$ cat src/rtl/motor_prot_pkg.sv
package motor_prot_pkg;
   // ---------------------------------------------------------------
   // register offsets
   // ---------------------------------------------------------------
   localparam logic [3:0] ADDR_CTRL     = 4'h0;
   localparam logic [3:0] ADDR_INITV    = 4'h1;
   localparam logic [3:0] ADDR_ILIM     = 4'h2;
   localparam logic [3:0] ADDR_ACCEL    = 4'h3;
   localparam logic [3:0] ADDR_DECEL    = 4'h4;
   localparam logic [3:0] ADDR_RATED    = 4'h5;
   localparam logic [3:0] ADDR_UCTH     = 4'h6;
   localparam logic [3:0] ADDR_UCDLY    = 4'h7;
   localparam logic [3:0] ADDR_OCTH     = 4'h8;
   localparam logic [3:0] ADDR_OCDLY    = 4'h9;
   localparam logic [3:0] ADDR_STATUS   = 4'ha;
   localparam logic [3:0] ADDR_IRQEN    = 4'hb;
   localparam logic [3:0] ADDR_IRQCLR   = 4'hc;
   localparam logic [3:0] ADDR_FAULT    = 4'hd;
   // ---------------------------------------------------------------
   // control bits
   // ---------------------------------------------------------------
   localparam int CTRL_ADV    = 0;
   localparam int CTRL_SEL2   = 1;
   localparam int CTRL_INSEL  = 2;
   // ---------------------------------------------------------------
   // ranges and defaults
   // ---------------------------------------------------------------
   localparam logic [15:0] INITV_MIN  = 16'h000a;
   localparam logic [15:0] INITV_MAX  = 16'h0032;
   localparam logic [15:0] INITV_DEF  = 16'h001e;
   localparam logic [15:0] ILIM_MIN   = 16'h00c8;
   localparam logic [15:0] ILIM_MAX   = 16'h02bc;
   localparam logic [15:0] ILIM_DEF   = 16'h015e;
   localparam logic [15:0] ACCEL_MIN  = 16'h0001;
   localparam logic [15:0] ACCEL_MAX  = 16'h003c;
   localparam logic [15:0] ACCEL_DEF  = 16'h000a;
   localparam logic [15:0] DECEL_FREE = 16'h0000;
   localparam logic [15:0] DECEL_MAX  = 16'h003c;
   localparam logic [15:0] UCTH_OFF   = 16'h0000;
   localparam logic [15:0] UCTH_MIN   = 16'h0014;
   localparam logic [15:0] UCTH_MAX   = 16'h005a;
   localparam logic [15:0] UCDLY_MIN  = 16'h0001;
   localparam logic [15:0] UCDLY_MAX  = 16'h0028;
   localparam logic [15:0] UCDLY_DEF  = 16'h000a;
   localparam logic [15:0] OCTH_MIN   = 16'h0064;
   localparam logic [15:0] OCTH_MAX   = 16'h012c;
   localparam logic [15:0] OCTH_STEP  = 16'h0005;
   localparam logic [15:0] OCTH_DEF   = 16'h00c8;
   localparam logic [15:0] OCDLY_MAX  = 16'h0032;
   localparam logic [15:0] OCDLY_DEF  = 16'h0005;
   localparam logic [15:0] PCT_FULL   = 16'h0064;
   // ---------------------------------------------------------------
   // fault codes and events
   // ---------------------------------------------------------------
   localparam logic [7:0] FAULT_NONE             = 8'h00;
   localparam logic [7:0] UNDERCURRENT_FAULT_CODE = 8'h01;
   localparam logic [7:0] OVERCURRENT_FAULT_CODE  = 8'h02;
   localparam int EV_UC  = 0;
   localparam int EV_OC  = 1;
   localparam int EV_REJ = 2;
   localparam int NEV    = 3;
   // ---------------------------------------------------------------
   // timing: 125 MHz clock, tick at 0.1 s
   // ---------------------------------------------------------------
   localparam int CLK_HZ     = 125000000;
   localparam int TICK_MS    = 100;
   localparam int TICK_CYC   = CLK_HZ / 1000 * TICK_MS;
   localparam int TICKS_PER_S = 10;
   typedef enum logic [3:0] {
      ST_IDLE  = 4'b0001,
      ST_START = 4'b0010,
      ST_RUN   = 4'b0100,
      ST_STOP  = 4'b1000
   } motor_state_e;
endpackage

$ cat src/rtl/motor_current_protection.sv
// Our own choices: the register addresses and strobed register access.
`timescale 1ns/100ps
module motor_current_protection #(
   parameter logic [15:0] DEVICE_RATED_CURRENT = 16'h0064,
   parameter int          TICK_CYCLES          = motor_prot_pkg::TICK_CYC
) (
   // clock and reset
   input  wire logic        mclk,
   input  wire logic        rstn,
   // register port
   input  wire logic [3:0]  regAddr,
   input  wire logic [15:0] regWdata,
   input  wire logic        regWr,
   input  wire logic        regRd,
   output logic      [15:0] regRdata,
   // motor side
   input  wire logic [15:0] motorCurrent,
   input  wire logic [3:0]  motorState,
   input  wire logic        set2Input,
   // outputs
   output logic             useSecondSet,
   output logic             trip,
   output logic      [7:0]  faultCode,
   output logic             irq
);
   // ---------------------------------------------------------------
   // input synchroniser and tick
   // ---------------------------------------------------------------
   logic        pinMeta_r;
   logic        pinSync_r;
   logic [31:0] tickCnt_r;
   logic [31:0] tickCnt_nxt;
   logic        tick;

   always_comb begin
      tickCnt_nxt = tickCnt_r + 32'h1;
      if (tickCnt_r == 32'(TICK_CYCLES - 1)) begin
         tickCnt_nxt = 32'h0;
      end
   end
   assign tick = (tickCnt_r == 32'(TICK_CYCLES - 1));

   always_ff @(posedge mclk or negedge rstn) begin
      if (!rstn) begin
         pinMeta_r <= 1'b0;
         pinSync_r <= 1'b0;
         tickCnt_r <= 32'h0;
      end else begin
         pinMeta_r <= set2Input;
         pinSync_r <= pinMeta_r;
         tickCnt_r <= tickCnt_nxt;
      end
   end

   // ---------------------------------------------------------------
   // registers
   // ---------------------------------------------------------------
   localparam logic [15:0] RATED_MIN =
      16'((32'(DEVICE_RATED_CURRENT) * 32'd4) / 32'd10);
   localparam logic [15:0] ILIM_CAP = motor_prot_pkg::ILIM_DEF;

   logic [2:0]  ctrl_r,   ctrl_nxt;
   // second set and protection settings, one word per address
   localparam logic [3:0] PAR_LO = motor_prot_pkg::ADDR_INITV;
   localparam logic [3:0] PAR_HI = motor_prot_pkg::ADDR_OCDLY;
   logic [15:0] param_r   [PAR_LO:PAR_HI];
   logic [15:0] param_nxt [PAR_LO:PAR_HI];
   logic [2:0]  status_r, status_nxt;
   logic [2:0]  irqEn_r,  irqEn_nxt;
   logic [7:0]  fault_r,  fault_nxt;
   logic [15:0] rdata_r,  rdata_nxt;
   logic        adv;
   logic        stopped;
   logic        running;
   logic        wrOk;
   logic        ucExp;
   logic        ocExp;
   logic [2:0]  events;

   assign adv     = ctrl_r[motor_prot_pkg::CTRL_ADV];
   assign stopped = (motorState == motor_prot_pkg::ST_IDLE);
   assign running = (motorState == motor_prot_pkg::ST_RUN);

   always_comb begin
      ctrl_nxt   = ctrl_r;
      param_nxt  = param_r;
      irqEn_nxt  = irqEn_r;
      wrOk       = 1'b1;
      if (regWr) begin
         if (regAddr == motor_prot_pkg::ADDR_CTRL) begin
            ctrl_nxt = regWdata[2:0];
         end else if (regAddr == motor_prot_pkg::ADDR_IRQEN) begin
            irqEn_nxt = regWdata[2:0];
         end else if (regAddr == motor_prot_pkg::ADDR_IRQCLR ||
                      regAddr == motor_prot_pkg::ADDR_STATUS ||
                      regAddr == motor_prot_pkg::ADDR_FAULT) begin
            wrOk = 1'b1;
         end else if (!adv) begin
            wrOk = 1'b0;
         end else if (regAddr == motor_prot_pkg::ADDR_INITV) begin
            wrOk = regWdata >= motor_prot_pkg::INITV_MIN &&
                   regWdata <= motor_prot_pkg::INITV_MAX;
         end else if (regAddr == motor_prot_pkg::ADDR_ILIM) begin
            wrOk = regWdata >= motor_prot_pkg::ILIM_MIN &&
                   regWdata <= motor_prot_pkg::ILIM_MAX &&
                   regWdata <= ILIM_CAP;
         end else if (regAddr == motor_prot_pkg::ADDR_ACCEL) begin
            wrOk = regWdata >= motor_prot_pkg::ACCEL_MIN &&
                   regWdata <= motor_prot_pkg::ACCEL_MAX;
         end else if (regAddr == motor_prot_pkg::ADDR_DECEL) begin
            wrOk = regWdata <= motor_prot_pkg::DECEL_MAX;
         end else if (regAddr == motor_prot_pkg::ADDR_RATED) begin
            wrOk = stopped && regWdata >= RATED_MIN &&
                   regWdata <= DEVICE_RATED_CURRENT;
         end else if (regAddr == motor_prot_pkg::ADDR_UCTH) begin
            wrOk = regWdata == motor_prot_pkg::UCTH_OFF ||
                   (regWdata >= motor_prot_pkg::UCTH_MIN &&
                    regWdata <= motor_prot_pkg::UCTH_MAX);
         end else if (regAddr == motor_prot_pkg::ADDR_UCDLY) begin
            wrOk = regWdata >= motor_prot_pkg::UCDLY_MIN &&
                   regWdata <= motor_prot_pkg::UCDLY_MAX;
         end else if (regAddr == motor_prot_pkg::ADDR_OCTH) begin
            wrOk = regWdata >= motor_prot_pkg::OCTH_MIN &&
                   regWdata <= motor_prot_pkg::OCTH_MAX &&
                   (regWdata % motor_prot_pkg::OCTH_STEP) == 16'h0;
         end else if (regAddr == motor_prot_pkg::ADDR_OCDLY) begin
            wrOk = regWdata <= motor_prot_pkg::OCDLY_MAX;
         end else begin
            wrOk = 1'b0;
         end
      end
      if (regWr && wrOk && regAddr >= PAR_LO && regAddr <= PAR_HI) begin
         param_nxt[regAddr] = regWdata;
      end
   end

   // ---------------------------------------------------------------
   // protection timers
   // ---------------------------------------------------------------
   logic [31:0] ucLimit;
   logic [31:0] ocLimit;
   logic [31:0] curScaled;
   logic [15:0] ucTicks;
   logic [15:0] rated, ucTh, ucDly, ocTh, ocDly;
   logic        ucLow;
   logic        ocHigh;

   assign rated     = param_r[motor_prot_pkg::ADDR_RATED];
   assign ucTh      = param_r[motor_prot_pkg::ADDR_UCTH];
   assign ucDly     = param_r[motor_prot_pkg::ADDR_UCDLY];
   assign ocTh      = param_r[motor_prot_pkg::ADDR_OCTH];
   assign ocDly     = param_r[motor_prot_pkg::ADDR_OCDLY];
   assign curScaled = 32'(motorCurrent) * 32'(motor_prot_pkg::PCT_FULL);
   assign ucLimit   = 32'(rated) * 32'(ucTh);
   assign ocLimit   = 32'(rated) * 32'(ocTh);
   assign ucLow     = (ucTh != motor_prot_pkg::UCTH_OFF) &&
                      (curScaled < ucLimit);
   assign ocHigh    = curScaled > ocLimit;
   assign ucTicks   = 16'(32'(ucDly) * motor_prot_pkg::TICKS_PER_S);

   limit_timer u_ucTimer (
      .mclk       (mclk),
      .rstn       (rstn),
      .enable     (running && adv),
      .excursion  (ucLow),
      .tick       (tick),
      .delayTicks (ucTicks),
      .expired    (ucExp)
   );

   limit_timer u_ocTimer (
      .mclk       (mclk),
      .rstn       (rstn),
      .enable     (running && adv),
      .excursion  (ocHigh),
      .tick       (tick),
      .delayTicks (ocDly),
      .expired    (ocExp)
   );

   // ---------------------------------------------------------------
   // faults, status and read-back
   // ---------------------------------------------------------------
   assign events = {regWr && !wrOk, ocExp, ucExp};

   always_comb begin
      fault_nxt = fault_r;
      if (fault_r == motor_prot_pkg::FAULT_NONE) begin
         if (ocExp) begin
            fault_nxt = motor_prot_pkg::OVERCURRENT_FAULT_CODE;
         end else if (ucExp) begin
            fault_nxt = motor_prot_pkg::UNDERCURRENT_FAULT_CODE;
         end
      end else if (regWr && regAddr == motor_prot_pkg::ADDR_FAULT) begin
         fault_nxt = motor_prot_pkg::FAULT_NONE;
      end
      status_nxt = status_r;
      if (regWr && regAddr == motor_prot_pkg::ADDR_IRQCLR) begin
         status_nxt = status_r & ~regWdata[2:0];
      end
      status_nxt = status_nxt | events;
      rdata_nxt = 16'h0000;
      if (regRd) begin
         if (regAddr == motor_prot_pkg::ADDR_CTRL) begin
            rdata_nxt = {13'h0, ctrl_r};
         end else if (regAddr == motor_prot_pkg::ADDR_STATUS) begin
            rdata_nxt = {13'h0, status_r};
         end else if (regAddr == motor_prot_pkg::ADDR_IRQEN) begin
            rdata_nxt = {13'h0, irqEn_r};
         end else if (regAddr == motor_prot_pkg::ADDR_FAULT) begin
            rdata_nxt = {8'h0, fault_r};
         end else if (!adv) begin
            rdata_nxt = 16'h0000;
         end else if (regAddr >= PAR_LO && regAddr <= PAR_HI) begin
            rdata_nxt = param_r[regAddr];
         end
      end
   end

   always_ff @(posedge mclk or negedge rstn) begin
      if (!rstn) begin
         ctrl_r   <= 3'h0;
         param_r[motor_prot_pkg::ADDR_INITV] <= motor_prot_pkg::INITV_DEF;
         param_r[motor_prot_pkg::ADDR_ILIM]  <= motor_prot_pkg::ILIM_DEF;
         param_r[motor_prot_pkg::ADDR_ACCEL] <= motor_prot_pkg::ACCEL_DEF;
         param_r[motor_prot_pkg::ADDR_DECEL] <= motor_prot_pkg::DECEL_FREE;
         param_r[motor_prot_pkg::ADDR_RATED] <= DEVICE_RATED_CURRENT;
         param_r[motor_prot_pkg::ADDR_UCTH]  <= motor_prot_pkg::UCTH_OFF;
         param_r[motor_prot_pkg::ADDR_UCDLY] <= motor_prot_pkg::UCDLY_DEF;
         param_r[motor_prot_pkg::ADDR_OCTH]  <= motor_prot_pkg::OCTH_DEF;
         param_r[motor_prot_pkg::ADDR_OCDLY] <= motor_prot_pkg::OCDLY_DEF;
         status_r <= 3'h0;
         irqEn_r  <= 3'h0;
         fault_r  <= motor_prot_pkg::FAULT_NONE;
         rdata_r  <= 16'h0000;
      end else begin
         ctrl_r   <= ctrl_nxt;
         param_r  <= param_nxt;
         status_r <= status_nxt;
         irqEn_r  <= irqEn_nxt;
         fault_r  <= fault_nxt;
         rdata_r  <= rdata_nxt;
      end
   end

   assign regRdata  = rdata_r;
   assign faultCode = fault_r;
   assign trip      = (fault_r != motor_prot_pkg::FAULT_NONE);
   assign irq       = |(status_r & irqEn_r);
   assign useSecondSet = adv && (ctrl_r[motor_prot_pkg::CTRL_SEL2] ||
      (ctrl_r[motor_prot_pkg::CTRL_INSEL] && pinSync_r));

   // ---------------------------------------------------------------
   // checks
   // ---------------------------------------------------------------
   property p_rated_stop;
      @(posedge mclk) disable iff (!rstn)
      (regWr && regAddr == motor_prot_pkg::ADDR_RATED && !stopped)
         |=> $stable(rated);
   endproperty
   a_rated_stop: assert property (p_rated_stop)
      else $error("rated current written while not stopped");
   property p_adv_lock;
      @(posedge mclk) disable iff (!rstn)
      (regWr && !adv && regAddr == motor_prot_pkg::ADDR_ACCEL)
         |=> $stable(param_r[motor_prot_pkg::ADDR_ACCEL]);
   endproperty
   a_adv_lock: assert property (p_adv_lock)
      else $error("second set written outside advanced mode");
   property p_idle_notrip;
      @(posedge mclk) disable iff (!rstn)
      !running |-> !ucExp && !ocExp;
   endproperty
   a_idle_notrip: assert property (p_idle_notrip)
      else $error("protection active outside running");
   property p_oc_code;
      @(posedge mclk) disable iff (!rstn)
      (ocExp && !trip) |=> faultCode == motor_prot_pkg::OVERCURRENT_FAULT_CODE;
   endproperty
   a_oc_code: assert property (p_oc_code)
      else $error("over-current code missing");
   property p_uc_code;
      @(posedge mclk) disable iff (!rstn)
      (ucExp && !ocExp && !trip)
         |=> faultCode == motor_prot_pkg::UNDERCURRENT_FAULT_CODE;
   endproperty
   a_uc_code: assert property (p_uc_code)
      else $error("under-current code missing");
   property p_uc_off;
      @(posedge mclk) disable iff (!rstn)
      (ucTh == motor_prot_pkg::UCTH_OFF) |-> !ucExp;
   endproperty
   a_uc_off: assert property (p_uc_off)
      else $error("under-current trips while off");
   property p_ocdly_range;
      @(posedge mclk) disable iff (!rstn)
      ocDly <= motor_prot_pkg::OCDLY_MAX;
   endproperty
   a_ocdly_range: assert property (p_ocdly_range)
      else $error("over-current delay out of range");
   property p_initv_range;
      @(posedge mclk) disable iff (!rstn)
      param_r[motor_prot_pkg::ADDR_INITV] >= motor_prot_pkg::INITV_MIN &&
      param_r[motor_prot_pkg::ADDR_INITV] <= motor_prot_pkg::INITV_MAX;
   endproperty
   a_initv_range: assert property (p_initv_range)
      else $error("initial voltage out of range");
   property p_sel;
      @(posedge mclk) disable iff (!rstn)
      (adv && ctrl_r[motor_prot_pkg::CTRL_SEL2]) |-> useSecondSet;
   endproperty
   a_sel: assert property (p_sel)
      else $error("second set not selected");
endmodule

$ cat src/rtl/limit_timer.sv
`timescale 1ns/100ps
module limit_timer (
   // clock and reset
   input  wire logic        mclk,
   input  wire logic        rstn,
   // control
   input  wire logic        enable,
   input  wire logic        excursion,
   input  wire logic        tick,
   input  wire logic [15:0] delayTicks,
   // result
   output logic             expired
);
   logic [15:0] count_r;
   logic [15:0] count_nxt;

   always_comb begin
      count_nxt = count_r;
      if (!enable || !excursion) begin
         count_nxt = 16'h0000;
      end else if (tick && count_r <= delayTicks) begin
         count_nxt = count_r + 16'h0001;
      end
   end

   always_ff @(posedge mclk or negedge rstn) begin
      if (!rstn) begin
         count_r <= 16'h0000;
      end else begin
         count_r <= count_nxt;
      end
   end

   // trips only after the delay has been fully exceeded
   assign expired = enable && excursion && (count_r > delayTicks);

   property p_hold_clear;
      @(posedge mclk) disable iff (!rstn)
      !enable |=> count_r == 16'h0000;
   endproperty
   a_hold_clear: assert property (p_hold_clear)
      else $error("delay timer not cleared outside running");
   property p_restart;
      @(posedge mclk) disable iff (!rstn)
      !excursion |=> count_r == 16'h0000;
   endproperty
   a_restart: assert property (p_restart)
      else $error("delay timer kept counting inside the limit");
endmodule

$ cat config.mk
export PLATFORM = sky130hd
export DESIGN_NAME = motor_current_protection
export DESIGN_NICKNAME = d
export VERILOG_FILES = /design/src/rtl/motor_prot_pkg.sv /design/src/rtl/motor_current_protection.sv /design/src/rtl/limit_timer.sv
export SDC_FILE = /design/constraint.sdc
export NUM_CORES = 2
export LEC_CHECK = 0
export ABC_AREA = 1
export BUFFER_PORTS_ARGS = -buffer_cell sky130_fd_sc_hd__buf_2
export CAP_MARGIN = 40
export CORE_MARGIN = 1
export CORE_UTILIZATION = 55
export CTS_BUF_LIST = sky130_fd_sc_hd__clkbuf_2
export DETAILED_ROUTE_END_ITERATION = 10
export GPL_ROUTABILITY_DRIVEN = 1
export PLACE_DENSITY = 0.7
export SYNTH_ARGS = -nofsm -noshare
export SYNTH_HDL_FRONTEND = slang
export SYNTH_SLANG_ARGS = --single-unit
$ cat constraint.sdc
create_clock -name mclk -period 16.13 [get_ports mclk]
set_input_delay 0 -clock mclk [delete_from_list [all_inputs] [get_ports mclk]]
set_output_delay 0 -clock mclk [all_outputs]
set_load 0.1 [all_outputs]
==> impl_metrics.env <==
export IMPL_ys_seq_elements=237
export IMPL_path_common_cell="inv_1"
export IMPL_grt_use_met3_pct=3.51
export IMPL_setup_violations=0
export IMPL_maxCapViolations=0
export IMPL_r2r_start="rated[6]$_DFFE_PN1P_"
export IMPL_nets=5013
export IMPL_vias=26800
export IMPL_powerDensity_nw_per_um2=59.6
export IMPL_largest_register="param_r"
export IMPL_cts_sinks=237
export IMPL_ys_types=57
export IMPL_switchingPower_w=0.000962
export IMPL_dp_hpwl_um=61700
export IMPL_min_path_type="in2reg"
export IMPL_worst_path_max_delay_cell="dfstp_2"
export IMPL_wl_per_cell_um=16.2
export IMPL_met1_usage_pct=37.3
export IMPL_synthArstFlopShare_pct=100
export IMPL_grt_max_degree=88
export IMPL_largest_reg_flops=64
export IMPL_grt_overflow_total=0
export IMPL_setup_tns_final_ns=0
export IMPL_r2r_slack_ns=5.76
export IMPL_postCtsSetupBuffers=0
export IMPL_routed_wl_um=81500
export IMPL_timing_rr_end="u_ucTimer.count_r[15]$_DFFE_PN0P_"
export IMPL_cp_startpoint="rated[6]$_DFFE_PN1P_"
export IMPL_netlist_instances=4209
export IMPL_final_hold_violation_count=0
export IMPL_start_util_pct=55.6
export IMPL_fin_util_pct=58.5
export IMPL_finClkSkew_ns=0.120
export IMPL_slowest_delay_ns=1.11
export IMPL_cts_resized=0
export IMPL_first_pass_iters=6
export IMPL_min_period_ns=10.37
export IMPL_cp_end_kind="flop"
export IMPL_dieArea_um2=60600
export IMPL_synth_ff_type="dfrtp_1"
export IMPL_status="finished clean"
export IMPL_gp_congestion=0.938
export IMPL_drive_gt1_share_pct=7.29
export IMPL_finalMaxSlewViolations=0
export IMPL_synth_edf_count=0
export IMPL_grtUsageTotal_pct=27.8
export IMPL_max_freq_mhz=96.4
export IMPL_crit_path_start_kind="flop"
export IMPL_num_rows=89
export IMPL_numCtsBuffers=57
export IMPL_antenna_found_initial=1
export IMPL_grt_pass1_vias=26400
export IMPL_insertion_delay_ns=0.94
export IMPL_cts_htree_levels=2
export IMPL_grtUsageMet2_pct=46.3
export IMPL_power_frac_seq_pct=34.0
export IMPL_fin_crit_sh_pct=64.3
export IMPL_slew_headroom_pct=37.4
export IMPL_rsz0062_at_grt="no"
export IMPL_reg2reg_depth=46
export IMPL_syn2layout_area_growth_pct=5.14
export IMPL_path_clk_slew_ns=0.12
export IMPL_clockPowerShare_pct=19.1
export IMPL_whs_path_depth=4
export IMPL_pwr_share_comb_pct=46.9
export IMPL_io_buffers=65
export IMPL_yosysWarnings=0
export IMPL_crit_required_ns=16.88
export IMPL_critPathKind="reg2reg"
export IMPL_clock_path_buffers=3
export IMPL_drt_iter0_markers=2054
export IMPL_core_area_um2=58900
export IMPL_critical_path_max_fanout=34
export IMPL_routed_via_density=5.34
export IMPL_drc=0
export IMPL_seq_area_frac_synth_pct=18.2
export IMPL_intPower_w=0.00109
export IMPL_io_pins=72
export IMPL_grt_pass1_wl_um=135000
export IMPL_top_regs="param_r (64), tickCnt_r (32)"
export IMPL_leakage_nw=20.3
export IMPL_die_h_um=246
export IMPL_swShare_pct=46.9
export IMPL_min_delay_start="regWdata[2]"
export IMPL_die_w_um=246
export IMPL_ant_nets=0
export IMPL_cts_root_buf="clkbuf_2"
export IMPL_crit_arrival_ns=11.12
export IMPL_peakVddDrop_mv=0.165
export IMPL_syn_area_um2=32800
export IMPL_syn_avg_cell_area_um2=7.79
export IMPL_holdPathEnd="param_r[130]$_DFFE_PN1P_"
export IMPL_cts_tree="yes"
export IMPL_top_usage_layer="met2"
export IMPL_worst_pin_slew_ns=0.939
[cells in the mapped netlist (4+ instances only)]
master	n	area, um2
a211oi_1	11	82.6
a21oi_1	146	731
a22oi_1	15	113
a311oi_1	10	87.6
a31oi_1	6	37.5
and3_1	11	68.8
buf_1	26	97.6
buf_2	9	45.0
buf_4	8	60.1
buf_6	5	56.3
clkbuf_1	149	559
clkinv_1	4	15.0
dfrtp_1	215	5380
dfstp_2	22	578
fa_1	400	8010
ha_1	361	4520
inv_1	949	3560
inv_2	40	150
nand2_1	1003	3760
nand2_2	33	206
nand3_1	127	636
nand3_2	10	100
nand3b_1	6	45.0
nand4_1	87	544
nand4_2	8	100
nor2_1	150	563
nor3_1	51	255
nor3b_1	5	37.5
nor4_1	13	81.3
o211ai_1	7	52.6
o21a_1	4	30.0
o21ai_0	118	591
o21ai_1	4	20.0
o21bai_1	21	158
o22ai_1	39	244
o31ai_1	6	45.0
or2_2	4	25.0
xnor2_1	37	324
xor2_1	60	526
[worst max-delay path by stage]
| stage | end | slack, ns |
|---|---|---|
| finish | u_ucTimer.count_r[15]$_DFFE_PN0P_ | 5.76 |
| global route | u_ucTimer.count_r[15]$_DFFE_PN0P_ | 4.74 |
| CTS | u_ucTimer.count_r[15]$_DFFE_PN0P_ | 5.83 |
| detailed placement | u_ucTimer.count_r[15]$_DFFE_PN0P_ | 5.87 |
| global placement | u_ucTimer.count_r[15]$_DFFE_PN0P_ | 6.18 |
| floorplan | u_ucTimer.count_r[15]$_DFFE_PN0P_ | 7.26 |
[per-stage QoR]
stage	power, W	hold slack, ns	cells	area, um2	worst slack [ns]
after floorplan	0.00142	-0.296	4214	32800	7.26
after global placement	0.00164	0.110	4879	33500	6.18
after detailed placement	0.00166	0.100	4883	33500	5.87
after CTS	0.00206	0.00485	5027	34400	5.83
after global routing	0.00222	0.0577	5028	34500	4.74
final	0.00205	0.0837	5028	34500	5.76
[routing by layer]
metal  wire length, um  part of all wire [%]
met1             34400                    42
met2             38100                    47
met3              6130                   7.5
met4              2890                   3.5
met5                 0                     0
[critical path: cells and delay by family, from the launching register on]
family	cells	cell delay, ns
DFF	1	1.11
AOI/OAI and AO/OA	14	2.57
and+or+nand+nor	17	2.29
adders and majority gates	7	3.39
buffers and inverters	8	0.82
[cell families (layout without fill, tap and decap cells)]
family	count (synthesis)	after routing	synth area share [%]
flip-flops	237	237	18.2
buffers and inverters	1190	1230	13.9
adder cells (fa/ha/maj)	761	761	38.2
AO/OA/AOI/OAI	408	408	7.29
AND/OR/NAND/NOR	1514	1514	19.8
XOR/XNOR	98	98	2.64
other	1	7	0.0114
[cells in the final DEF, fill, tap and decap left out, types with 11 or more instances in the layout]
cell,Yosys,final
fa_1,400,400
o21ai_0,118,118
clkinv_1,4,23
o22ai_1,39,39
dfstp_2,22,22
buf_4,8,25
xnor2_1,37,37
and3_1,11,11
nor3_1,51,51
nor4_1,13,12
a21oi_1,146,146
dfrtp_1,215,214
inv_2,40,41
nand2_1,1003,1003
o21bai_1,21,21
inv_1,949,949
clkbuf_2,0,84
nor2_1,150,150
ha_1,361,361
a211oi_1,11,11
a22oi_1,15,15
xor2_1,60,60
nand3_1,127,127
buf_2,9,64
nand2_2,33,33
nand4_1,87,87
dlygate4sd3_1,0,37
[area by class of cell]
| type | instances | area, um2 |
|---|---|---|
| timing repair buffer | 131 | 996 |
| fill | 5434 | 24500 |
| clock buffer | 84 | 420 |
| clock inverter | 22 | 88.8 |
| tap | 773 | 967 |
| antenna | 1 | 2.50 |
| inverter | 993 | 3730 |
| multi-input combinational | 2787 | 22300 |
| sequential | 237 | 5960 |
[power groups by stage]
stage,Clock (W),Combinational (W),Sequential [W]
6_report,0.000392,0.000963,0.000698
5_1_grt,0.000429,0.00109,0.000701
4_1_cts,0.000406,0.000963,0.000694
3_5_place_dp,0,0.000950,0.000705
3_3_place_gp,0,0.000932,0.000704
2_1_floorplan,0,0.000754,0.000671
[what timing repair did]
item,CTS,global route
hold buffers,38,0
endpoints found under the setup margin,0,0
hold endpoints to repair,335,0
Power figures use the tool's default switching activity.
